`src/inc/dic_pkg.sv`:
```
package dic_pkg;

  // Input count and word widths.
  localparam int unsigned NUM_INPUTS = 16;
  localparam int unsigned WORD_W     = 32;
  localparam int unsigned SUB_W      = 8;
  localparam int unsigned SF_COUNT   = 3;

  // Settings word split: low half special functions, high half input levels.
  localparam int unsigned LEVEL_BASE = 16;

  // Special-function bit positions in the enable, polarity and force words and in the status word.
  localparam int unsigned SF_NEG_LIMIT_BIT = 0;
  localparam int unsigned SF_POS_LIMIT_BIT = 1;
  localparam int unsigned SF_HOME_BIT      = 2;

  // Inputs (zero based) that serve as clock and direction in step mode.
  localparam int unsigned CLK_INPUT_IDX = 4;
  localparam int unsigned DIR_INPUT_IDX = 5;

  // Input (zero based) watched for position capture: digital input 2.
  localparam int unsigned CAPTURE_INPUT_IDX = 1;

  // Subentry numbers of the control entry.
  localparam logic [SUB_W-1:0] SUB_HIGHEST   = 8'h00;
  localparam logic [SUB_W-1:0] SUB_SF_ENABLE = 8'h01;
  localparam logic [SUB_W-1:0] SUB_POLARITY  = 8'h02;
  localparam logic [SUB_W-1:0] SUB_FORCE_EN  = 8'h03;
  localparam logic [SUB_W-1:0] SUB_FORCE_VAL = 8'h04;
  localparam logic [SUB_W-1:0] SUB_RAW       = 8'h05;
  localparam logic [SUB_W-1:0] SUB_RANGE     = 8'h06;
  localparam logic [SUB_W-1:0] SUB_DIFF      = 8'h07;
  localparam logic [SUB_W-1:0] SUB_ROUTING   = 8'h08;

  // Reset values.
  localparam logic [SUB_W-1:0]  RST_HIGHEST   = 8'h08;
  localparam logic [WORD_W-1:0] RST_SF_ENABLE = 32'h0000_0000;
  localparam logic [WORD_W-1:0] RST_POLARITY  = 32'h0000_0000;
  localparam logic [WORD_W-1:0] RST_FORCE_EN  = 32'h0000_0000;
  localparam logic [WORD_W-1:0] RST_FORCE_VAL = 32'h0000_0000;
  localparam logic [WORD_W-1:0] RST_RAW       = 32'h0000_0000;
  localparam logic [WORD_W-1:0] RST_RANGE     = 32'h0000_0000;
  localparam logic [WORD_W-1:0] RST_DIFF      = 32'h0000_0000;
  localparam logic [WORD_W-1:0] RST_ROUTING   = 32'h0000_0000;

  // Software access request to one subentry.
  typedef struct packed {
    logic              rd;
    logic              wr;
    logic [SUB_W-1:0]  sub;
    logic [WORD_W-1:0] wdata;
  } dic_req_t;

  // Answer to a request, one cycle after it is taken.
  typedef struct packed {
    logic              ack;
    logic              err;
    logic [WORD_W-1:0] rdata;
  } dic_rsp_t;

  // Special-function states after conditioning.
  typedef struct packed {
    logic home;
    logic pos_limit;
    logic neg_limit;
  } dic_sf_t;

endpackage : dic_pkg

```
`src/rtl/dic_input_cond.sv`:
```
// Overview of operation
// - Each special function is off while its enable bit is 0 and active while it is 1.
// - The special-function enable word has no effect at all on status bits 16 to 31.
// - Special-function bit 0 is the negative limit, bit 1 the positive limit, bit 2 home.
// - Polarity bit 0 reports a high level as 1, polarity bit 1 reports a high level as 0.
// - Inversion covers normal inputs and special functions but not clock and direction in step mode.
// - A set force-enable bit replaces the real level by the software value.
// - For a forced input the matching force-value bit is taken as its level ahead of the polarity inversion.
// - A readable word holds the input levels before any inversion or forcing.
// - Range bit n at 0 selects the 5 V threshold and at 1 the 24 V one for input n+1.
// - A combined status word summarizes conditioned levels and special functions.
// - A level change on digital input 2 captures the encoder position.
// - In the polarity and force words bits 0-15 govern special functions, bits 16-31 levels; the enable word uses bits 0-2 only.
`timescale 1ns/1ps

module dic_input_cond (
  input  wire logic                               sys_clk_in,
  input  wire logic                               rst_in,
  input  wire logic [dic_pkg::NUM_INPUTS-1:0]     pins_in,
  input  wire logic                               step_mode_in,
  input  wire logic [dic_pkg::WORD_W-1:0]         enc_pos_in,
  input  wire dic_pkg::dic_req_t                  req_in,
  output dic_pkg::dic_rsp_t                       rsp_out,
  output logic      [dic_pkg::WORD_W-1:0]         status_word_out,
  output dic_pkg::dic_sf_t                        sf_out,
  output logic      [dic_pkg::NUM_INPUTS-1:0]     thr_24v_out,
  output logic      [dic_pkg::NUM_INPUTS-1:0]     diff_sel_out,
  output logic      [dic_pkg::NUM_INPUTS-1:0]     route_en_out,
  output logic                                    capture_pulse_out,
  output logic      [dic_pkg::WORD_W-1:0]         capture_pos_out
);
  import dic_pkg::*;

  // Settings registers.
  logic [WORD_W-1:0] sf_enable_ff;
  logic [WORD_W-1:0] nxt_sf_enable;
  logic [WORD_W-1:0] polarity_ff;
  logic [WORD_W-1:0] nxt_polarity;
  logic [WORD_W-1:0] force_en_ff;
  logic [WORD_W-1:0] nxt_force_en;
  logic [WORD_W-1:0] force_val_ff;
  logic [WORD_W-1:0] nxt_force_val;
  logic [WORD_W-1:0] range_ff;
  logic [WORD_W-1:0] nxt_range;
  logic [WORD_W-1:0] diff_ff;
  logic [WORD_W-1:0] nxt_diff;
  logic [WORD_W-1:0] routing_ff;
  logic [WORD_W-1:0] nxt_routing;
  dic_rsp_t          rsp_ff;
  dic_rsp_t          nxt_rsp;

  // Input path registers.
  logic [WORD_W-1:0] raw_ff;
  logic [WORD_W-1:0] nxt_raw;
  logic [WORD_W-1:0] status_ff;
  logic [WORD_W-1:0] nxt_status;
  dic_sf_t           sf_ff;
  dic_sf_t           nxt_sf;
  logic              cap_prev_ff;
  logic              nxt_cap_prev;
  logic              cap_seen_ff;
  logic              nxt_cap_seen;
  logic              cap_pulse_ff;
  logic              nxt_cap_pulse;
  logic [WORD_W-1:0] cap_pos_ff;
  logic [WORD_W-1:0] nxt_cap_pos;

  // Conditioned values, combinational.
  logic [NUM_INPUTS-1:0] lvl_forced;
  logic [NUM_INPUTS-1:0] lvl_cond;
  logic [NUM_INPUTS-1:0] sf_forced;
  logic [NUM_INPUTS-1:0] sf_cond;
  logic [NUM_INPUTS-1:0] inv_guard;

  // Settings writes and read answers.
  always_comb begin
    nxt_sf_enable = sf_enable_ff;
    nxt_polarity  = polarity_ff;
    nxt_force_en  = force_en_ff;
    nxt_force_val = force_val_ff;
    nxt_range     = range_ff;
    nxt_diff      = diff_ff;
    nxt_routing   = routing_ff;
    nxt_rsp       = '0;
    if (req_in.wr) begin
      nxt_rsp.ack = 1'b1;
      if (req_in.sub == SUB_SF_ENABLE) begin
        nxt_sf_enable = req_in.wdata;
      end else if (req_in.sub == SUB_POLARITY) begin
        nxt_polarity = req_in.wdata;
      end else if (req_in.sub == SUB_FORCE_EN) begin
        nxt_force_en = req_in.wdata;
      end else if (req_in.sub == SUB_FORCE_VAL) begin
        nxt_force_val = req_in.wdata;
      end else if (req_in.sub == SUB_RAW) begin
        // The raw word mirrors the pins every cycle, so a write has no lasting effect.
        nxt_rsp.err = 1'b0;
      end else if (req_in.sub == SUB_RANGE) begin
        nxt_range = req_in.wdata;
      end else if (req_in.sub == SUB_DIFF) begin
        nxt_diff = req_in.wdata;
      end else if (req_in.sub == SUB_ROUTING) begin
        nxt_routing = req_in.wdata;
      end else begin
        // The highest-subentry count is read only; other numbers do not exist.
        nxt_rsp.err = 1'b1;
      end
    end else if (req_in.rd) begin
      nxt_rsp.ack = 1'b1;
      if (req_in.sub == SUB_HIGHEST) begin
        nxt_rsp.rdata = {{(WORD_W-SUB_W){1'b0}}, RST_HIGHEST};
      end else if (req_in.sub == SUB_SF_ENABLE) begin
        nxt_rsp.rdata = sf_enable_ff;
      end else if (req_in.sub == SUB_POLARITY) begin
        nxt_rsp.rdata = polarity_ff;
      end else if (req_in.sub == SUB_FORCE_EN) begin
        nxt_rsp.rdata = force_en_ff;
      end else if (req_in.sub == SUB_FORCE_VAL) begin
        nxt_rsp.rdata = force_val_ff;
      end else if (req_in.sub == SUB_RAW) begin
        nxt_rsp.rdata = raw_ff;
      end else if (req_in.sub == SUB_RANGE) begin
        nxt_rsp.rdata = range_ff;
      end else if (req_in.sub == SUB_DIFF) begin
        nxt_rsp.rdata = diff_ff;
      end else if (req_in.sub == SUB_ROUTING) begin
        nxt_rsp.rdata = routing_ff;
      end else begin
        nxt_rsp.err = 1'b1;
      end
    end
  end

  always_ff @(posedge sys_clk_in or posedge rst_in) begin
    if (rst_in) begin
      sf_enable_ff <= RST_SF_ENABLE;
      polarity_ff  <= RST_POLARITY;
      force_en_ff  <= RST_FORCE_EN;
      force_val_ff <= RST_FORCE_VAL;
      range_ff     <= RST_RANGE;
      diff_ff      <= RST_DIFF;
      routing_ff   <= RST_ROUTING;
      rsp_ff       <= '0;
    end else begin
      sf_enable_ff <= nxt_sf_enable;
      polarity_ff  <= nxt_polarity;
      force_en_ff  <= nxt_force_en;
      force_val_ff <= nxt_force_val;
      range_ff     <= nxt_range;
      diff_ff      <= nxt_diff;
      routing_ff   <= nxt_routing;
      rsp_ff       <= nxt_rsp;
    end
  end

  // Conditioning of levels and special functions.
  always_comb begin
    inv_guard = '1;
    if (step_mode_in) begin
      inv_guard[CLK_INPUT_IDX] = 1'b0;
      inv_guard[DIR_INPUT_IDX] = 1'b0;
    end
    lvl_forced = (pins_in & ~force_en_ff[WORD_W-1:LEVEL_BASE])
               | (force_val_ff[WORD_W-1:LEVEL_BASE] & force_en_ff[WORD_W-1:LEVEL_BASE]);
    lvl_cond   = lvl_forced ^ (polarity_ff[WORD_W-1:LEVEL_BASE] & inv_guard);
    sf_forced  = (pins_in & ~force_en_ff[LEVEL_BASE-1:0])
               | (force_val_ff[LEVEL_BASE-1:0] & force_en_ff[LEVEL_BASE-1:0]);
    sf_cond    = sf_forced ^ (polarity_ff[LEVEL_BASE-1:0] & inv_guard);
  end

  always_comb begin
    nxt_raw = {pins_in, pins_in};
    nxt_sf  = '0;
    nxt_sf.neg_limit = sf_cond[SF_NEG_LIMIT_BIT] & sf_enable_ff[SF_NEG_LIMIT_BIT];
    nxt_sf.pos_limit = sf_cond[SF_POS_LIMIT_BIT] & sf_enable_ff[SF_POS_LIMIT_BIT];
    nxt_sf.home      = sf_cond[SF_HOME_BIT] & sf_enable_ff[SF_HOME_BIT];
    nxt_status = '0;
    nxt_status[WORD_W-1:LEVEL_BASE] = lvl_cond;
    nxt_status[SF_NEG_LIMIT_BIT]    = nxt_sf.neg_limit;
    nxt_status[SF_POS_LIMIT_BIT]    = nxt_sf.pos_limit;
    nxt_status[SF_HOME_BIT]         = nxt_sf.home;
  end

  always_ff @(posedge sys_clk_in or posedge rst_in) begin
    if (rst_in) begin
      raw_ff    <= RST_RAW;
      sf_ff     <= '0;
      status_ff <= '0;
    end else begin
      raw_ff    <= nxt_raw;
      sf_ff     <= nxt_sf;
      status_ff <= nxt_status;
    end
  end

  // Position capture on digital input 2; the first sample after reset only arms it.
  always_comb begin
    nxt_cap_prev  = pins_in[CAPTURE_INPUT_IDX];
    nxt_cap_seen  = 1'b1;
    nxt_cap_pulse = 1'b0;
    nxt_cap_pos   = cap_pos_ff;
    if (cap_seen_ff && (pins_in[CAPTURE_INPUT_IDX] != cap_prev_ff)) begin
      nxt_cap_pulse = 1'b1;
      nxt_cap_pos   = enc_pos_in;
    end
  end

  always_ff @(posedge sys_clk_in or posedge rst_in) begin
    if (rst_in) begin
      cap_prev_ff  <= 1'b0;
      cap_seen_ff  <= 1'b0;
      cap_pulse_ff <= 1'b0;
      cap_pos_ff   <= '0;
    end else begin
      cap_prev_ff  <= nxt_cap_prev;
      cap_seen_ff  <= nxt_cap_seen;
      cap_pulse_ff <= nxt_cap_pulse;
      cap_pos_ff   <= nxt_cap_pos;
    end
  end

  assign rsp_out           = rsp_ff;
  assign status_word_out   = status_ff;
  assign sf_out            = sf_ff;
  assign thr_24v_out       = range_ff[NUM_INPUTS-1:0];
  assign diff_sel_out      = diff_ff[NUM_INPUTS-1:0];
  assign route_en_out      = routing_ff[NUM_INPUTS-1:0];
  assign capture_pulse_out = cap_pulse_ff;
  assign capture_pos_out   = cap_pos_ff;

endmodule : dic_input_cond

```
`config.mk`:
```
export PLATFORM = sky130hd
export DESIGN_NAME = dic_input_cond
export DESIGN_NICKNAME = d
export VERILOG_FILES = /design/src/inc/dic_pkg.sv /design/src/rtl/dic_input_cond.sv
export SDC_FILE = /design/constraint.sdc
export NUM_CORES = 1
export LEC_CHECK = 0
export BUFFER_PORTS_ARGS = -buffer_cell sky130_fd_sc_hd__buf_2
export CORE_MARGIN = 2
export CORE_UTILIZATION = 40
export CTS_BUF_LIST = sky130_fd_sc_hd__clkbuf_8
export DETAILED_ROUTE_END_ITERATION = 6
export PLACE_DENSITY = 0.72
export SYNTH_ARGS = -nofsm -noshare
export SYNTH_HDL_FRONTEND = slang
export SYNTH_SLANG_ARGS = --single-unit
```
`constraint.sdc`:
```
create_clock -name sys_clk_in -period 28 [get_ports sys_clk_in]
set_input_delay 5.6 -clock sys_clk_in [delete_from_list [all_inputs] [get_ports sys_clk_in]]
set_output_delay 5.6 -clock sys_clk_in [all_outputs]
set_load 0.02 [all_outputs]
```
==> results.yml <==
run_status:
  outcome: "finished, final reports clean"
yosys:
  synthArstFlopShare_pct: 100
  synth_top_family_by_area: "multiplexers"
  synth_warnings: 0
  synth-seq-cells: 327
  synth-compound-area-share_pct: 9.79
  yosysUniqueCellTypes: 53
  synth_simple_gate_area_share_pct: 8.15
  syn_inst: 1248
  synth_top_flop_cell: "dfrtp_1"
  synth_fa_ha_area_share_pct: 0
  yosysSeqAreaShare_pct: 55.4
  synth_edf_count: 0
  syn-cell-area_um2: 14800
  syn_area_per_cell_um2: 11.8
  synth_largest_area_cell: "dfrtp_1"
  synth.top_cell.area_share_pct: 55.4
  muxShareOfSynthArea_pct: 19.8
  synth_xor_area_share_pct: 1.19
  synth.area.top_cells: "dfrtp_1 (55%), mux2_2 (18%), nand2_1 (4.0%)"
power:
  ir_worst_vdd_mv: 0.0275
  power.density_nw_per_um2: 62.7
  cellLeakagePower_nw: 8.70
  total_power_mw: 1.07
drt:
  vias_per_cell: 5.49
  dr.pass1.iters: 5
  wire_per_inst_um: 21.4
  drc: 0
  routed_wirelength_um: 41200
  vias: 10600
  dr.first_iter.drc_count: 759
  antenna_left: 0
clock_tree:
  cts_tree: "done"
  clk_pin_slew_ps: 60
  hold_buffers: 0
  cts_buffers: 54
  clkLatencyLatePin_ps: 650
  clock-root-buffer: "clkbuf_8"
  cts_resized: 0
  cts_max_path_buffers: 3
  htreeDepth: 2
  post_cts_buffers: 0
  cts.sinks: 327
critical_path:
  start_kind: "input pin"
  reg2reg_slack_ps: 26020
  cp-end-kind: "flop"
  crit_required_ps: 28460
  cp_max_fo: 72
  crit_arrival_ps: 9320
  worstSetupPathType: "input pin to flop"
die:
  start_util_pct: 40.4
  ios: 243
  die-width_um: 196
  die-area_um2: 38500
  die_h_um: 196
  num_rows: 70
  core_um2: 36500
grt:
  track_usage_pct: 21.4
  grt_pass1_vias: 10700
  grt_overflow_total: 0
  grt_start_max_net_pins: 188
  antenna_found_initial: 3
  grt_pass1_wl_um: 63000
finish:
  drive_gt1_share_pct: 38.8
  area_growth_pct: 15.4
  design_area_um2: 17000
  layout_commonest_cell: "dfrtp_1"
  fin_nets: 1508
  mostFrequentLayoutCells: "dfrtp_1 (327), mux2_2 (230), buf_2 (227), nand2_1 (156), clkbuf_8 (66)"
sta:
  finalCriticalPeriod_ps: 8860
  rsz0062_at_grt: "no"
  fmax_mhz: 113
  drv_slew: 0
  fin_skew_ps: 35.0
  tns_ps: 0
  relSlewSlack_pct: 22.1
  setup_viol: 0
  tightest_slew_ps: 1160
  hold_viol: 0
  period_share_pct: 31.7
job:
  maxCapViolCount: 0
place:
  port_buffers: 229
  placed_area_um2: 15900
  hpwl_um: 26100
  globalplace.congestion: 0.798
hold_path:
  min_path_type: "flop to flop"
-- area by class of cell --
| class | instances | area [µm²] |
|---|---|---|
| clock inverters | 29 | 214 |
| diodes | 2 | 5.00 |
| repair buffers | 244 | 1280 |
| well taps | 468 | 586 |
| clock buffers | 66 | 908 |
| multi-input cells | 783 | 5840 |
| inverters | 5 | 26.3 |
| fillers | 3372 | 19500 |
| flip-flops and latches | 327 | 8180 |
-- report_power, final --
group	internal [mW]	switching, mW
Clock	0.240	0.198
Sequential	0.500	0.0161
Combinational	0.0409	0.0732
Total	0.782	0.287
-- state kept, by name, indices dropped and copies added, names as in the netlist, 19 cells and up --
signal / flops
rsp_out: 34
sf_enable_ff: 32
force_val_ff: 32
diff_ff: 32
range_ff: 32
force_en_ff: 32
status_word_out: 19
routing_ff: 32
capture_pos_out: 32
polarity_ff: 32
-- stage by stage --
stage | instances | worst slack, ps | utilization, % | hold WS, ps
floorplan | 1260 | 13350 | - | 457
global placement | 1827 | 18610 | 43.6 | 451
CTS | 1922 | 19390 | 46.6 | 472
finish | 1924 | 19140 | 46.7 | 467
global route | 1922 | 19100 | 46.6 | 498
detailed placement | 1827 | 18690 | 43.6 | 458
-- cell families (layout without fill, tap and decap cells) --
logic type | count (synthesis) | in the layout
muxes | 264 | 264
and+or+nand+nor | 271 | 271
AOI/OAI and AO/OA | 214 | 214
DFF | 327 | 327
buffers and inverters | 150 | 344
xor gates and xnor gates | 20 | 20
other | 2 | 16
-- worst max-delay path: stages --
cell	delay [ps]
buf_4	290
buf_4	710
nand2_1	870
nor2_1	940
a222oi_1	160
a2111oi_0	690
-- layer usage --
metal	up-vias	routed length, µm	global-route usage (%)
met5	-	21	0
met4	4	1320	8.81
met3	89	3180	5.00
met2	464	19500	34.3
met1	5317	17200	27.9
li1	4681	-	-
-- final timing paths --
path | startpoint | to | cells after the start
hold / removal | capture_pos_out[23]$_DFFE_PP0P_ | capture_pos_out[23]$_DFFE_PP0P_ | 2
hold reg to reg | capture_pos_out[23]$_DFFE_PP0P_ | capture_pos_out[23]$_DFFE_PP0P_ | 2
setup / recovery | req_in[33] | rsp_out[5]$_DFF_PP0_ | 6
min in group asynchronous | rst_in | capture_pos_out[1]$_DFFE_PP0P_ | 2
max in group asynchronous | rst_in | force_val_ff[11]$_DFFE_PP0P_ | 3
setup reg to reg | raw_ff[17]$_DFF_PP0_ | capture_pos_out[1]$_DFFE_PP0P_ | 6
-- cell usage after synthesis (all sizes together) (3+ instances only) --
| library cell | count |
|---|---|
| xnor2 | 19 |
| o21ai | 60 |
| nor2 | 46 |
| mux2 | 230 |
| nand2b | 10 |
| dfrtp | 327 |
| a21o | 10 |
| a32oi | 10 |
| buf | 92 |
| a32o | 5 |
| o2bb2ai | 5 |
| a31oi | 3 |
| o22ai | 14 |
| or3 | 5 |
| a21oi | 37 |
| o21a | 3 |
| nor2b | 13 |
| a311oi | 9 |
| nand2 | 157 |
| clkbuf | 53 |
| and2 | 8 |
| nand3 | 8 |
| a22oi | 9 |
| and3 | 9 |
| a221oi | 15 |
| a2111oi | 4 |
| or2 | 3 |
| inv | 5 |
| nor3 | 5 |
| a211oi | 11 |
| a222oi | 4 |
| mux2i | 34 |
| a22o | 7 |
Note: power is estimated with default switching activity, not from simulation.
